### src/uart_lc_regs.svh
// Purpose: register map, field positions, reset values and timing counts of the serial port
// Assumes: byte addresses on a 32-bit AHB-Lite bus, one register to an aligned word
// Notes: definitions only
`ifndef UART_LC_REGS_SVH
`define UART_LC_REGS_SVH

`define DATA_ADDR 32'hE000C000
`define FCR_ADDR 32'hE000C008
`define LCR_ADDR 32'hE000C00C
`define LSR_ADDR 32'hE000C014
`define IST_ADDR 32'hE000C020
`define IMASK_ADDR 32'hE000C024

`define FCR_EN_BIT 0
`define FCR_RXRST_BIT 1
`define FCR_TXRST_BIT 2
`define FCR_TRIG_HI 7
`define FCR_TRIG_LO 6

`define LCR_WLS_HI 1
`define LCR_WLS_LO 0
`define LCR_STOP_BIT 2
`define LCR_PEN_BIT 3
`define LCR_PSEL_HI 5
`define LCR_PSEL_LO 4
`define LCR_BREAK_BIT 6
`define LCR_DLAB_BIT 7

`define LSR_RDR_BIT 0
`define LSR_OE_BIT 1
`define LSR_PE_BIT 2

`define IST_RXFILL_BIT 0
`define IST_LINEERR_BIT 1
`define IST_TXEMPTY_BIT 2

`define LCR_RESET 8'h00
`define TRIG_RESET 2'h0
`define IMASK_RESET 3'h0
`define DIV_RESET 16'h0001

`define TRIG_LVL0 5'h01
`define TRIG_LVL1 5'h04
`define TRIG_LVL2 5'h08
`define TRIG_LVL3 5'h0E

`define MIN_WORD_BITS 4'h5
`define OVERSAMPLE 6'h10
`define MID_SAMPLE 6'h08

`endif

### src/uart_lc_pkg.sv
// Purpose: shared types of the serial port
// Assumes: nothing beyond the register header
// Notes: states carry no explicit codes
package uart_lc_pkg;

    typedef enum logic [2:0] {
        LINE_IDLE,
        LINE_START,
        LINE_DATA,
        LINE_PARITY,
        LINE_STOP
    } line_state_type;

    typedef enum logic [1:0] {
        PAR_ODD,
        PAR_EVEN,
        PAR_ONE,
        PAR_ZERO
    } parity_type;

endpackage : uart_lc_pkg

### src/uart_line_ctrl.sv
// Purpose: serial port with FIFO control, character format and line status over AHB-Lite
// Assumes: single word transfers, rxd asynchronous to hclk, 16x oversampling from divisor
// Notes: reads take one wait state, writes none; response always OKAY
// How it works
// - fifo_control bit 0 enables both FIFOs and unlocks writes to bits 7:1.
// - any change of the FIFO enable bit empties both FIFOs.
// - writing one to fifo_control bit 1 empties the receive FIFO; bit self-clears.
// - writing one to fifo_control bit 2 empties the transmit FIFO; bit self-clears.
// - fifo_control bits 7:6 pick receive trigger of 1, 4, 8 or 14 characters.
// - line_control bits 1:0 pick 5, 6, 7 or 8 data bits both ways.
// - line_control bit 2 gives two stop bits, one and a half with 5 bits.
// - line_control bit 3 turns parity generation and checking on.
// - line_control bits 5:4 pick odd, even, forced one or forced zero parity.
// - line_control bit 6 holds the transmit line low to send a break.
// - line_control bit 7 swaps the data word for the baud divisor latch.
// - line_status bit 0 reads one while the receive FIFO holds a character.
// - character finishing into a full receive FIFO sets overrun and is dropped.
// - reading line_status clears the overrun flag.
// - wrong received parity sets line_status bit 2; reading line_status clears it.
// - parity error belongs to the FIFO head character; timing depends on FIFO enable.
// - line_status is read-only; writes do nothing.
// - receive fill interrupt is high while fill is at or above trigger; with FIFOs off, while one character is held.
//
// Register access over AHB-Lite was chosen for this implementation.
`timescale 1ns/10ps
`include "uart_lc_regs.svh"

module uart_line_ctrl #(
    parameter int DEPTH = 16
) (
    input wire logic hclk, // bus clock
    input wire logic hresetn, // asynchronous reset, low active
    input wire logic hsel, // slave select
    input wire logic [31:0] haddr, // byte address
    input wire logic [1:0] htrans, // transfer type
    input wire logic hwrite, // write when high
    input wire logic [2:0] hsize, // transfer size, word only
    input wire logic [31:0] hwdata, // write data
    input wire logic hready, // bus ready
    output logic hreadyout, // slave ready
    output logic hresp, // always OKAY
    output logic [31:0] hrdata, // read data
    input wire logic rxd, // serial input
    output logic txd, // serial output
    output logic irq // level interrupt
);
    import uart_lc_pkg::*;

    localparam int AW = $clog2(DEPTH);

    generate
        if (DEPTH < 14 || (DEPTH & (DEPTH - 1)) != 0) begin : bad_depth
            $error("DEPTH must be a power of two of at least 14");
        end
    endgenerate

    // bus front end
    logic wr_pend;
    logic rd_pend;
    logic [31:0] a_addr;
    logic take;
    assign take = hsel & htrans[1] & hready;

    always_ff @(posedge hclk or negedge hresetn) begin
        if (!hresetn) begin
            wr_pend <= 1'b0;
            rd_pend <= 1'b0;
            a_addr <= 32'h0000_0000;
            hreadyout <= 1'b1;
            hresp <= 1'b0;
        end else begin
            wr_pend <= take & hwrite;
            rd_pend <= take & ~hwrite;
            if (take) begin
                a_addr <= haddr;
            end
            hreadyout <= ~(take & ~hwrite);
            hresp <= 1'b0;
        end
    end

    // registers
    logic fifo_en;
    logic [1:0] trig;
    logic [7:0] line_control;
    logic [15:0] divisor;
    logic [2:0] imask;
    logic [2:0] ist;
    logic oe_flag;
    logic parity_error_flag;
    logic dlab;
    assign dlab = line_control[`LCR_DLAB_BIT];

    logic wr_fcr, wr_lcr, wr_data, wr_div, wr_imask;
    logic rd_lsr, rd_data, rd_ist;
    assign wr_fcr = wr_pend && a_addr == `FCR_ADDR;
    assign wr_lcr = wr_pend && a_addr == `LCR_ADDR;
    assign wr_data = wr_pend && a_addr == `DATA_ADDR && !dlab;
    assign wr_div = wr_pend && a_addr == `DATA_ADDR && dlab;
    assign wr_imask = wr_pend && a_addr == `IMASK_ADDR;
    assign rd_lsr = rd_pend && a_addr == `LSR_ADDR;
    assign rd_data = rd_pend && a_addr == `DATA_ADDR && !dlab;
    assign rd_ist = rd_pend && a_addr == `IST_ADDR;

    logic en_toggle;
    logic flush_rx, flush_tx;
    assign en_toggle = wr_fcr && (hwdata[`FCR_EN_BIT] != fifo_en);
    assign flush_rx = en_toggle || (wr_fcr && hwdata[`FCR_EN_BIT] && hwdata[`FCR_RXRST_BIT]);
    assign flush_tx = en_toggle || (wr_fcr && hwdata[`FCR_EN_BIT] && hwdata[`FCR_TXRST_BIT]);

    always_ff @(posedge hclk or negedge hresetn) begin
        if (!hresetn) begin
            fifo_en <= 1'b0;
            trig <= `TRIG_RESET;
        end else if (wr_fcr) begin
            fifo_en <= hwdata[`FCR_EN_BIT];
            if (hwdata[`FCR_EN_BIT]) begin
                trig <= hwdata[`FCR_TRIG_HI:`FCR_TRIG_LO];
            end
        end
    end

    always_ff @(posedge hclk or negedge hresetn) begin
        if (!hresetn) begin
            line_control <= `LCR_RESET;
            divisor <= `DIV_RESET;
            imask <= `IMASK_RESET;
        end else begin
            if (wr_lcr) begin
                line_control <= hwdata[7:0];
            end
            if (wr_div) begin
                divisor <= hwdata[15:0];
            end
            if (wr_imask) begin
                imask <= hwdata[2:0];
            end
        end
    end

    // character format
    logic [3:0] nbits;
    parity_type psel;
    logic pen;
    assign nbits = `MIN_WORD_BITS + {2'b00, line_control[`LCR_WLS_HI:`LCR_WLS_LO]};
    assign psel = parity_type'(line_control[`LCR_PSEL_HI:`LCR_PSEL_LO]);
    assign pen = line_control[`LCR_PEN_BIT];

    function automatic logic par_bit(input logic [7:0] d, input parity_type p);
        case (p)
            PAR_ODD: par_bit = ~^d;
            PAR_EVEN: par_bit = ^d;
            PAR_ONE: par_bit = 1'b1;
            PAR_ZERO: par_bit = 1'b0;
            default: par_bit = 1'b0;
        endcase
    endfunction : par_bit

    // one character deep when the FIFOs are off
    logic [AW:0] lim;
    assign lim = fifo_en ? (AW+1)'(DEPTH) : (AW+1)'(1);

    // receive FIFO, parity error kept beside each character
    logic [8:0] rx_mem [DEPTH];
    logic [AW-1:0] rx_wp, rx_rp;
    logic [AW:0] rx_cnt;
    logic rx_done;
    logic [7:0] rx_char;
    logic rx_perr;
    logic rx_push, rx_pop, overrun;
    assign rx_push = rx_done && rx_cnt < lim && !flush_rx;
    assign overrun = rx_done && !(rx_cnt < lim);
    assign rx_pop = rd_data && rx_cnt != '0;

    always_ff @(posedge hclk) begin
        if (rx_push) begin
            rx_mem[rx_wp] <= {rx_perr, rx_char};
        end
    end

    always_ff @(posedge hclk or negedge hresetn) begin
        if (!hresetn) begin
            rx_wp <= '0;
            rx_rp <= '0;
            rx_cnt <= '0;
        end else if (flush_rx) begin
            rx_wp <= '0;
            rx_rp <= '0;
            rx_cnt <= '0;
        end else begin
            if (rx_push) begin
                rx_wp <= rx_wp + 1'b1;
            end
            if (rx_pop) begin
                rx_rp <= rx_rp + 1'b1;
            end
            rx_cnt <= rx_cnt + (AW+1)'(rx_push) - (AW+1)'(rx_pop);
        end
    end

    // transmit FIFO
    logic [7:0] tx_mem [DEPTH];
    logic [AW-1:0] tx_wp, tx_rp;
    logic [AW:0] tx_cnt;
    logic tx_push, tx_pop;
    assign tx_push = wr_data && tx_cnt < lim && !flush_tx;

    always_ff @(posedge hclk) begin
        if (tx_push) begin
            tx_mem[tx_wp] <= hwdata[7:0];
        end
    end

    always_ff @(posedge hclk or negedge hresetn) begin
        if (!hresetn) begin
            tx_wp <= '0;
            tx_rp <= '0;
            tx_cnt <= '0;
        end else if (flush_tx) begin
            tx_wp <= '0;
            tx_rp <= '0;
            tx_cnt <= '0;
        end else begin
            if (tx_push) begin
                tx_wp <= tx_wp + 1'b1;
            end
            if (tx_pop) begin
                tx_rp <= tx_rp + 1'b1;
            end
            tx_cnt <= tx_cnt + (AW+1)'(tx_push) - (AW+1)'(tx_pop);
        end
    end

    // line status flags; set wins over the read clear
    logic head_fresh;
    logic pe_set;
    assign pe_set = fifo_en ? (head_fresh && rx_cnt != '0 && rx_mem[rx_rp][8])
                            : (rx_push && rx_perr);

    always_ff @(posedge hclk or negedge hresetn) begin
        if (!hresetn) begin
            head_fresh <= 1'b0;
            oe_flag <= 1'b0;
            parity_error_flag <= 1'b0;
        end else begin
            head_fresh <= !flush_rx && ((rx_push && rx_cnt == '0)
                          || (rx_pop && (rx_cnt > (AW+1)'(1) || rx_push)));
            if (overrun) begin
                oe_flag <= 1'b1;
            end else if (rd_lsr) begin
                oe_flag <= 1'b0;
            end
            if (pe_set) begin
                parity_error_flag <= 1'b1;
            end else if (rd_lsr) begin
                parity_error_flag <= 1'b0;
            end
        end
    end

    // receive fill interrupt and event status
    logic [4:0] trig_count;
    logic rx_fill_interrupt;
    always_comb begin
        case (trig)
            2'h0: trig_count = `TRIG_LVL0;
            2'h1: trig_count = `TRIG_LVL1;
            2'h2: trig_count = `TRIG_LVL2;
            default: trig_count = `TRIG_LVL3;
        endcase
    end

    logic [2:0] ist_set;
    assign ist_set = {tx_pop && tx_cnt == (AW+1)'(1),
                      overrun || pe_set,
                      rx_fill_interrupt};

    always_ff @(posedge hclk or negedge hresetn) begin
        if (!hresetn) begin
            rx_fill_interrupt <= 1'b0;
            ist <= 3'h0;
            irq <= 1'b0;
        end else begin
            rx_fill_interrupt <= fifo_en ? (rx_cnt >= (AW+1)'(trig_count))
                                         : (rx_cnt != '0);
            ist <= ist_set | (rd_ist ? 3'h0 : ist);
            irq <= |(ist & imask);
        end
    end

    // read data, one wait state
    always_ff @(posedge hclk or negedge hresetn) begin
        if (!hresetn) begin
            hrdata <= 32'h0000_0000;
        end else if (rd_pend) begin
            case (a_addr)
                `DATA_ADDR: hrdata <= dlab ? {16'h0000, divisor}
                                           : {24'h000000, rx_cnt != '0 ? rx_mem[rx_rp][7:0] : 8'h00};
                `FCR_ADDR: hrdata <= {24'h000000, trig, 5'h00, fifo_en};
                `LCR_ADDR: hrdata <= {24'h000000, line_control};
                `LSR_ADDR: hrdata <= {29'h00000000, parity_error_flag, oe_flag,
                                      rx_cnt != '0};
                `IST_ADDR: hrdata <= {29'h00000000, ist};
                `IMASK_ADDR: hrdata <= {29'h00000000, imask};
                default: hrdata <= 32'h0000_0000;
            endcase
        end
    end

    // 16x baud tick
    logic [15:0] div_cnt;
    logic tick;
    assign tick = div_cnt == 16'h0000;
    always_ff @(posedge hclk or negedge hresetn) begin
        if (!hresetn) begin
            div_cnt <= 16'h0000;
        end else begin
            div_cnt <= tick ? divisor - 16'h0001 : div_cnt - 16'h0001;
        end
    end

    // transmitter
    line_state_type tx_state;
    logic [5:0] tx_sub;
    logic [2:0] tx_idx;
    logic [7:0] tx_shift;
    logic tx_line;
    logic [5:0] tx_len;
    always_comb begin
        tx_len = `OVERSAMPLE;
        if (tx_state == LINE_STOP && line_control[`LCR_STOP_BIT]) begin
            tx_len = (nbits == `MIN_WORD_BITS) ? `OVERSAMPLE + `MID_SAMPLE
                                               : `OVERSAMPLE + `OVERSAMPLE;
        end
    end
    assign tx_pop = tx_state == LINE_IDLE && tx_cnt != '0 && !flush_tx;

    always_ff @(posedge hclk or negedge hresetn) begin
        if (!hresetn) begin
            tx_state <= LINE_IDLE;
            tx_sub <= 6'h00;
            tx_idx <= 3'h0;
            tx_shift <= 8'h00;
            tx_line <= 1'b1;
        end else if (tx_pop) begin
            tx_state <= LINE_START;
            tx_sub <= 6'h00;
            tx_shift <= tx_mem[tx_rp] & ~(8'hFF << nbits);
            tx_line <= 1'b0;
        end else if (tick && tx_state != LINE_IDLE) begin
            tx_sub <= tx_sub + 6'h01;
            if (tx_sub == tx_len - 6'h01) begin
                tx_sub <= 6'h00;
                case (tx_state)
                    LINE_START: begin
                        tx_state <= LINE_DATA;
                        tx_idx <= 3'h0;
                        tx_line <= tx_shift[0];
                    end
                    LINE_DATA: begin
                        if (4'(tx_idx) == nbits - 4'h1) begin
                            tx_state <= pen ? LINE_PARITY : LINE_STOP;
                            tx_line <= pen ? par_bit(tx_shift, psel) : 1'b1;
                        end else begin
                            tx_idx <= tx_idx + 3'h1;
                            tx_line <= tx_shift[tx_idx + 3'h1];
                        end
                    end
                    LINE_PARITY: begin
                        tx_state <= LINE_STOP;
                        tx_line <= 1'b1;
                    end
                    default: tx_state <= LINE_IDLE;
                endcase
            end
        end
    end

    always_ff @(posedge hclk or negedge hresetn) begin
        if (!hresetn) begin
            txd <= 1'b1;
        end else begin
            txd <= tx_line & ~line_control[`LCR_BREAK_BIT];
        end
    end

    // receiver
    logic rx_s1, rx_s2;
    line_state_type rx_state;
    logic [5:0] rx_sub;
    logic [3:0] rx_idx;
    logic [7:0] rx_shift;
    logic [7:0] rx_word;
    logic rx_pbit;
    assign rx_word = 8'(rx_shift >> (4'h8 - nbits));

    always_ff @(posedge hclk or negedge hresetn) begin
        if (!hresetn) begin
            rx_s1 <= 1'b1;
            rx_s2 <= 1'b1;
        end else begin
            rx_s1 <= rxd;
            rx_s2 <= rx_s1;
        end
    end

    always_ff @(posedge hclk or negedge hresetn) begin
        if (!hresetn) begin
            rx_state <= LINE_IDLE;
            rx_sub <= 6'h00;
            rx_idx <= 4'h0;
            rx_shift <= 8'h00;
            rx_pbit <= 1'b0;
            rx_done <= 1'b0;
            rx_char <= 8'h00;
            rx_perr <= 1'b0;
        end else begin
            rx_done <= 1'b0;
            case (rx_state)
                LINE_IDLE: begin
                    rx_sub <= 6'h00;
                    if (!rx_s2) begin
                        rx_state <= LINE_START;
                    end
                end
                LINE_START: begin
                    if (tick) begin
                        rx_sub <= rx_sub + 6'h01;
                        if (rx_sub == `MID_SAMPLE - 6'h01) begin
                            rx_sub <= 6'h00;
                            rx_idx <= 4'h0;
                            rx_state <= rx_s2 ? LINE_IDLE : LINE_DATA;
                        end
                    end
                end
                LINE_DATA, LINE_PARITY, LINE_STOP: begin
                    if (tick) begin
                        rx_sub <= rx_sub + 6'h01;
                        if (rx_sub == `OVERSAMPLE - 6'h01) begin
                            rx_sub <= 6'h00;
                            if (rx_state == LINE_DATA) begin
                                rx_shift <= {rx_s2, rx_shift[7:1]};
                                rx_idx <= rx_idx + 4'h1;
                                if (rx_idx == nbits - 4'h1) begin
                                    rx_state <= pen ? LINE_PARITY : LINE_STOP;
                                end
                            end else if (rx_state == LINE_PARITY) begin
                                rx_pbit <= rx_s2;
                                rx_state <= LINE_STOP;
                            end else begin
                                rx_done <= 1'b1;
                                rx_char <= rx_word;
                                rx_perr <= pen && (rx_pbit != par_bit(rx_word, psel));
                                rx_state <= LINE_IDLE;
                            end
                        end
                    end
                end
                default: rx_state <= LINE_IDLE;
            endcase
        end
    end

endmodule : uart_line_ctrl

### config.mk
export PLATFORM = sky130hd
export DESIGN_NAME = uart_line_ctrl
export DESIGN_NICKNAME = d
export VERILOG_FILES = /design/src/uart_lc_pkg.sv /design/src/uart_line_ctrl.sv
export VERILOG_INCLUDE_DIRS = /design/src
export SDC_FILE = /design/constraint.sdc
export NUM_CORES = 1
export LEC_CHECK = 0
export BUFFER_PORTS_ARGS = -buffer_cell sky130_fd_sc_hd__buf_2
export CAP_MARGIN = 20
export CORE_MARGIN = 10
export CORE_UTILIZATION = 40
export DETAILED_ROUTE_END_ITERATION = 10
export PLACE_DENSITY_LB_ADDON = 0.15
export SYNTH_ARGS = -nofsm -noshare
export SYNTH_HDL_FRONTEND = slang
export SYNTH_SLANG_ARGS = --single-unit
### constraint.sdc
create_clock -name hclk -period 3.85 [get_ports hclk]
set_input_delay 0.5775 -clock hclk [delete_from_list [all_inputs] [get_ports hclk]]
set_output_delay 0.5775 -clock hclk [all_outputs]
set_load 0.005 [all_outputs]
==> qor.txt, run 1 <==
status: completed
Max FO, Critical Path: 5
Clock Latency Late Sink: 590 ps
H-tree Lvls: 2
Synth cell types: 80
worst stage delay on the critical path: 420 ps
Final min period: 3490 ps
DR WL/cell: 21.0 um
clock buffer depth: 3
row cnt: 82
first-pass GRT wire length: 72.2 mm
Tcrit/Tclk final: 0.908
Post-Route WL: 46.5 mm
fin. max-slew vios: 0
Yosys warning count: 0
initial core utilization: 0.405
Die H: 246 um
maxcap violations: 0
CTS tree: built
worst vdd ir: 0.406 mV
fin nets: 1620
mapped cell area: 20400 um^2
Placer Congestion: 0.794
die width: 246 um
Initial DRC Count: 753
DP Wirelength: 32.0 mm
Area contributors post-synth: edfxtp_1, dfrtp_1, mux4_2
# diodes: 0
largest net degree at the start of global routing: 82
antenna-violating nets left: 0
most common cell in the netlist: edfxtp_1
RSZ-0062 raised after global routing: no
PwrDens: 466 nW/um^2
CP cell instances: nor4_1, nand4_1, nor2_1, nand3_1, nor3_2, nand2b_1, ha_1, inv_1, ha_1, inv_1, fa_1, nor2_1, nor2_1, nor2_1, nor2_1, xnor2_1, nor2_1
Synth Area per Inst: 14.5 um^2
CTS root buf: clkbuf_16
Crit path top cell by count: nor2_1
Critical Path Start Type: register
setup TNS: 0 ps
DR pass1 iterations: 5
Placeable Area: 50300 um^2
final instance area: 23200 um^2
CTS Buf Count: 50
hold crit path type: primary input to asynchronous set/reset pin
drt drc: 0
Peak Freq: 0.286 GHz
most frequent cells after synthesis: edfxtp_1, dfrtp_1, nor2_1, mux4_2, nand2_1
Yosys top cell area share: 0.401
Crit path required time: 4310 ps
Avg Vias per Cell: 5.27
largest area contributor in the netlist: edfxtp_1
die area: 60400 um^2
count of final setup violators: 0
Main synth FF type: edfxtp_1
# port buffers: 73
initial antenna violation count: 0
Final Hold Vio Count: 0
Setup CP Type: register to register
synthesis-stage register bit count: 459
Reg clk slew, reported paths: 60 ps
Slew Limit Headroom: 0.376
Seq/Total Area, Yosys: 0.631
CP Capture Type: register
fraction of layout cells with a size suffix above 1: 0.240
IO Pins: 111
Post-synth EDFFs: 272
CTS sink count: 459
# fillers: 4506
r2r worst-path depth: 17
Async SR Flop Fraction: 0.407
Crit-path slowest cell: nor4_1
Clock Skew: 20.8 ps
gr usage total: 0.154
vias in the first global route: 12000
GRT overflow: 0
DR vias: 11700
Layout Area Growth over Synthesis: 14.0%
Post-DP Area: 21600 um^2
Arrival @ worst endpoint: 3960 ps
R2R setup slack: 360 ps
Hold WS: 55.4 ps
Post-Route Utilization: 0.462
Reg2Reg Capture Point: rx_cnt[4]$_DFF_PN0_
Worst Tran Pin Value: 923 ps
Reg-to-Reg Start: a_addr[27]$_DFFE_PN0P_
Static Leak: 9.26 nW
cells after synthesis: 1401
## cells in the final DEF, fill, tap and decap left out, drive strengths merged, types with 13 or more instances in the layout
| cell type | instances |
|---|---|
| nor2b | 13 |
| and3 | 13 |
| o21ai | 51 |
| ha | 41 |
| mux2 | 76 |
| nor3 | 23 |
| nor4 | 16 |
| nor2 | 99 |
| xor2 | 20 |
| buf | 109 |
| inv | 60 |
| edfxtp | 272 |
| and2 | 32 |
| xnor2 | 27 |
| conb | 17 |
| nand3 | 21 |
| a21oi | 51 |
| clkinv | 26 |
| mux4 | 83 |
| clkbuf | 60 |
| dfrtp | 181 |
| nand2 | 78 |
| mux2i | 23 |
## area by class of cell
| cell class | instances | area, um^2 | area share |
|---|---|---|---|
| tap | 672 | 841 | 0.0362 |
| timing repair buffer | 110 | 689 | 0.0297 |
| inverter | 59 | 221 | 0.00953 |
| clock inverter | 34 | 330 | 0.0142 |
| sequential | 459 | 12900 | 0.553 |
| multi-input combinational | 822 | 7000 | 0.301 |
| clock buffer | 59 | 1290 | 0.0557 |
## worst max-delay path: cells and delay by family (launching register included)
kind,cells,cell delay (ps)
XOR/XNOR,1,140
adder cells (fa/ha/maj),3,790
buffers and inverters,2,120
flip-flops,1,380
AND/OR/NAND/NOR,11,1970
## per-stage QoR
| step | power, mW | cells | setup slack [ps] |
|---|---|---|---|
| finish | 10.8 | 2215 | 356 |
| global route | 11.3 | 2215 | 2.69 |
| CTS | 11.0 | 2215 | 204 |
| detailed placement | 6.17 | 2122 | 267 |
| global placement | 6.15 | 2122 | 257 |
| floorplan | 5.92 | 1417 | 529 |
## what timing repair did
item,CTS,global route
hold buffers,0,0
gates resized for setup,0,1
setup buffers,0,0
setup endpoints to repair,0,2
## power breakdown
part	switching [mW]	leakage [nW]	total, mW	internal, mW
clock network	1.96	0.797	4.77	2.81
logic	0.303	3.31	0.549	0.246
registers	0.162	5.15	5.52	5.36
total	2.42	9.26	10.8	8.41
## flip-flops by register name, summed over array words and instances, names as in the netlist, 8 cells and up
| signal | flops |
|---|---|
| rx_mem | 144 |
| tx_mem | 128 |
| a_addr | 32 |
| div_cnt | 16 |
| divisor | 16 |
| hrdata | 16 |
| line_control | 8 |
| rx_char | 8 |
| rx_shift | 8 |
| tx_shift | 8 |
## layer usage
metal | GRT usage | share of wire | vias up
li1 | - | - | 5429
met3 | 0.0261 | 0.038 | 58
met4 | 0.0434 | 0.020 | 0
met2 | 0.244 | 0.47 | 208
met1 | 0.214 | 0.47 | 5968
met5 | 0 | 0 | -
## worst max-delay path by stage
stage,start,end,slack [ps],depth (start not counted)
floorplan,rx_cnt[1]$_DFF_PN0_,rx_cnt[4]$_DFF_PN0_,530,18
global placement,a_addr[19]$_DFFE_PN0P_,rx_cnt[4]$_DFF_PN0_,260,17
detailed placement,a_addr[19]$_DFFE_PN0P_,rx_cnt[4]$_DFF_PN0_,270,17
CTS,a_addr[19]$_DFFE_PN0P_,rx_cnt[4]$_DFF_PN0_,200,17
global route,a_addr[27]$_DFFE_PN0P_,rx_cnt[4]$_DFF_PN0_,3,17
finish,a_addr[27]$_DFFE_PN0P_,rx_cnt[4]$_DFF_PN0_,360,17
## logic make-up after synthesis
logic type / after synthesis / share of synthesized area
adders and majority gates: 44 / 0.0276
buffers and inverters: 136 / 0.0298
and+or+nand+nor: 359 / 0.0910
other: 1 / 0.000184
xor gates and xnor gates: 48 / 0.0213
AOI/OAI and AO/OA: 172 / 0.0532
muxes: 182 / 0.146
DFF: 459 / 0.631
Power figures use the tool's default switching activity.
==> inputs of run 2 (changes only) <==
==> constraint.sdc (replaced) <==
create_clock -name hclk -period 3.85 [get_ports hclk]
set_input_delay 0.77 -clock hclk [delete_from_list [all_inputs] [get_ports hclk]]
set_output_delay 0.77 -clock hclk [all_outputs]
set_load 0.005 [all_outputs]
==> run 2 against run 1 <==
Worst setup slack improved by 130 ps; design area rose by 0.40%; critical path type unchanged; critical path depth unchanged; sequential share of layout area shrank 0.22 points; register-to-register slack improved by 130 ps; total power grew 1.2%; via count about the same; clock skew down 11 ps; clock power up 3%.
==> qor.txt, run 2 (synthesized netlist as in run 1, its figures left out) <==
cts repair resizes: 0 (unchanged)
hold crit path type: primary input to asynchronous set/reset pin
Crit path required time: 4320 ps (about the same)
die area: 60400 um^2 (unchanged)
Peak Freq: 0.297 GHz (+3.8%)
largest net degree at the start of global routing: 97 (+18%)
first-pass GRT wire length: 72.4 mm (+0.35%)
Setup Fix Bufs, Post-CTS: 0 (unchanged)
H-tree Lvls: 2 (unchanged)
Static Leak: 9.30 nW (+0.47%)
Slew Limit Headroom: 0.382 (+0.00542)
CP Capture Type: register
Avg Vias per Cell: 5.26 (-0.12%)
setup TNS: 0 ps (unchanged)
clock buffer depth: 3 (unchanged)
Tcrit/Tclk final: 0.874 (-0.0334)
Reg-to-Reg Start: a_addr[19]$_DFFE_PN0P_
gr usage total: 0.154 (+0.000629)
Hold WS: 261 ps (+206 ps)
status: completed
IO Pins: 111 (unchanged)
RSZ-0062 raised after global routing: no
Max FO, Critical Path: 5 (unchanged)
vias in the first global route: 11900 (-0.24%)
initial core utilization: 0.405 (unchanged)
GRT overflow: 0 (unchanged)
# port buffers: 73 (unchanged)
fin. max-slew vios: 0 (unchanged)
Layout Area Growth over Synthesis: 14.5%
DR pass1 iterations: 5 (unchanged)
Arrival @ worst endpoint: 3840 ps (-120 ps)
DP Wirelength: 32.2 mm (+0.52%)
Final min period: 3370 ps (-129 ps)
fraction of layout cells with a size suffix above 1: 0.249 (+0.00810)
sw frac: 0.226 (+0.00185)
Largest register FFs: 144 (unchanged)
worst vdd ir: 0.358 mV (-12%)
PwrDens: 470 nW/um^2 (+0.83%)
Pwr Total: 11.0 mW (+1.2%)
most frequent cells in the layout: edfxtp_1, dfrtp_1, nor2_1
Initial DRC Count: 1158 (+54%)
Sequential Power Share: 0.503 (-0.006)
CTS Hold Bufs: 0 (unchanged)
R2R setup slack: 480 ps (+130 ps)
pre-CTS setup slack: 233 ps (-33.7 ps)
Post-Route WL: 46.7 mm (+0.41%)
r2r worst-path depth: 17 (unchanged)
proportion of power drawn by the clock network: 0.447 (+0.007)
CTS sink count: 459 (unchanged)
CTS tree: built
most common cell after layout, fill and taps aside: edfxtp_1
CTS Buf Count: 50 (unchanged)
fin nets: 1621 (+0.062%)
Final Hold Vio Count: 0 (unchanged)
DR vias: 11700 (-0.026%)
Placer Congestion: 0.788 (-0.73%)
Setup CP Type: register to register
DR WL/cell: 21.0 um (+0.32%)
row cnt: 82 (unchanged)
fin worst setup slack: 485 ps (+129 ps)
Worst Tran Pin Value: 925 ps (+1.71 ps)
count of final setup violators: 0 (unchanged)
# diodes: 0 (unchanged)
Die H: 246 um (unchanged)
initial antenna violation count: 1 (+1)
Top reg by flops: rx_mem
top flop regs: rx_mem (144), tx_mem (128), a_addr (32)
Reg2Reg Capture Point: rx_cnt[4]$_DFF_PN0_
die width: 246 um (unchanged)
antenna-violating nets left: 0 (unchanged)
maxcap violations: 0 (unchanged)
Reg clk slew, reported paths: 60 ps (about the same)
CTS root buf: clkbuf_16
Clock Latency Late Sink: 590 ps (about the same)
Comb pwr share: 0.050 (about the same)
internal power: 8.49 mW (+0.99%)
Net Sw Power: 2.48 mW (+2.1%)
Clock Skew: 10.1 ps (-10.6 ps)
Placeable Area: 50300 um^2 (unchanged)
drt drc: 0 (unchanged)
Critical Path Start Type: register
==> run 2: worst max-delay path by stage <==
stage                            from                  end  slack [ps]  cells past startpoint
2_1_floorplan     rx_cnt[1]$_DFF_PN0_  rx_cnt[4]$_DFF_PN0_         530                     18
3_3_place_gp   a_addr[19]$_DFFE_PN0P_  rx_cnt[4]$_DFF_PN0_         250                     17
3_5_place_dp   a_addr[19]$_DFFE_PN0P_  rx_cnt[4]$_DFF_PN0_         230                     17
4_1_cts        a_addr[19]$_DFFE_PN0P_  rx_cnt[4]$_DFF_PN0_         200                     17
5_1_grt        a_addr[24]$_DFFE_PN0P_  rx_cnt[4]$_DFF_PN0_          20                     17
6_report       a_addr[19]$_DFFE_PN0P_  rx_cnt[4]$_DFF_PN0_         480                     17
==> run 2: power groups by stage <==
| stage | Clock [mW] | Combinational, mW | Sequential (mW) |
|---|---|---|---|
| after floorplan | 0 | 0.373 | 5.55 |
| after global placement | 0 | 0.542 | 5.60 |
| after detailed placement | 0 | 0.558 | 5.61 |
| after CTS | 5.05 | 0.559 | 5.51 |
| after global routing | 5.22 | 0.623 | 5.54 |
| final | 4.90 | 0.549 | 5.52 |
==> run 2: routing by layer <==
| layer | track usage | vias up | wire length [um] |
|---|---|---|---|
| li1 | - | 5447 | - |
| met1 | 0.216 | 5952 | 21500 |
| met2 | 0.247 | 202 | 22400 |
| met3 | 0.0244 | 57 | 1900 |
| met4 | 0.0388 | 2 | 803 |
| met5 | 0 | - | 16 |
==> run 2: layout make-up <==
cell class	count	area, um^2
Sequential cell	459	12900
Clock buffer	62	1340
Clock inverter	32	355
Fill cell	4485	26900
Multi-Input combinational cell	822	7010
Timing Repair Buffer	111	709
Tap cell	672	841
Inverter	59	221
==> run 2: critical path, stage by stage, from the launching register on <==
cell and delay, ps:
dfrtp_1 390, nor4b_2 380, nand4_1 280, nor2_1 310, nand3_1 170, nor3_2 220
nand2b_1 150, ha_1 220, inv_1 60, ha_1 170, inv_1 60, fa_1 390
nor2_1 110, nor2_1 40, nor2_1 80, nor2_1 50, xnor2_1 120, nor2_1 50
==> run 2: through the flow <==
stage,utilization,cells,area (um^2)
CTS,0.464,2217,23300
detailed placement,0.430,2123,21600
global route,0.464,2217,23300
global placement,0.430,2123,21600
floorplan,-,1417,20400
finish,0.464,2217,23300
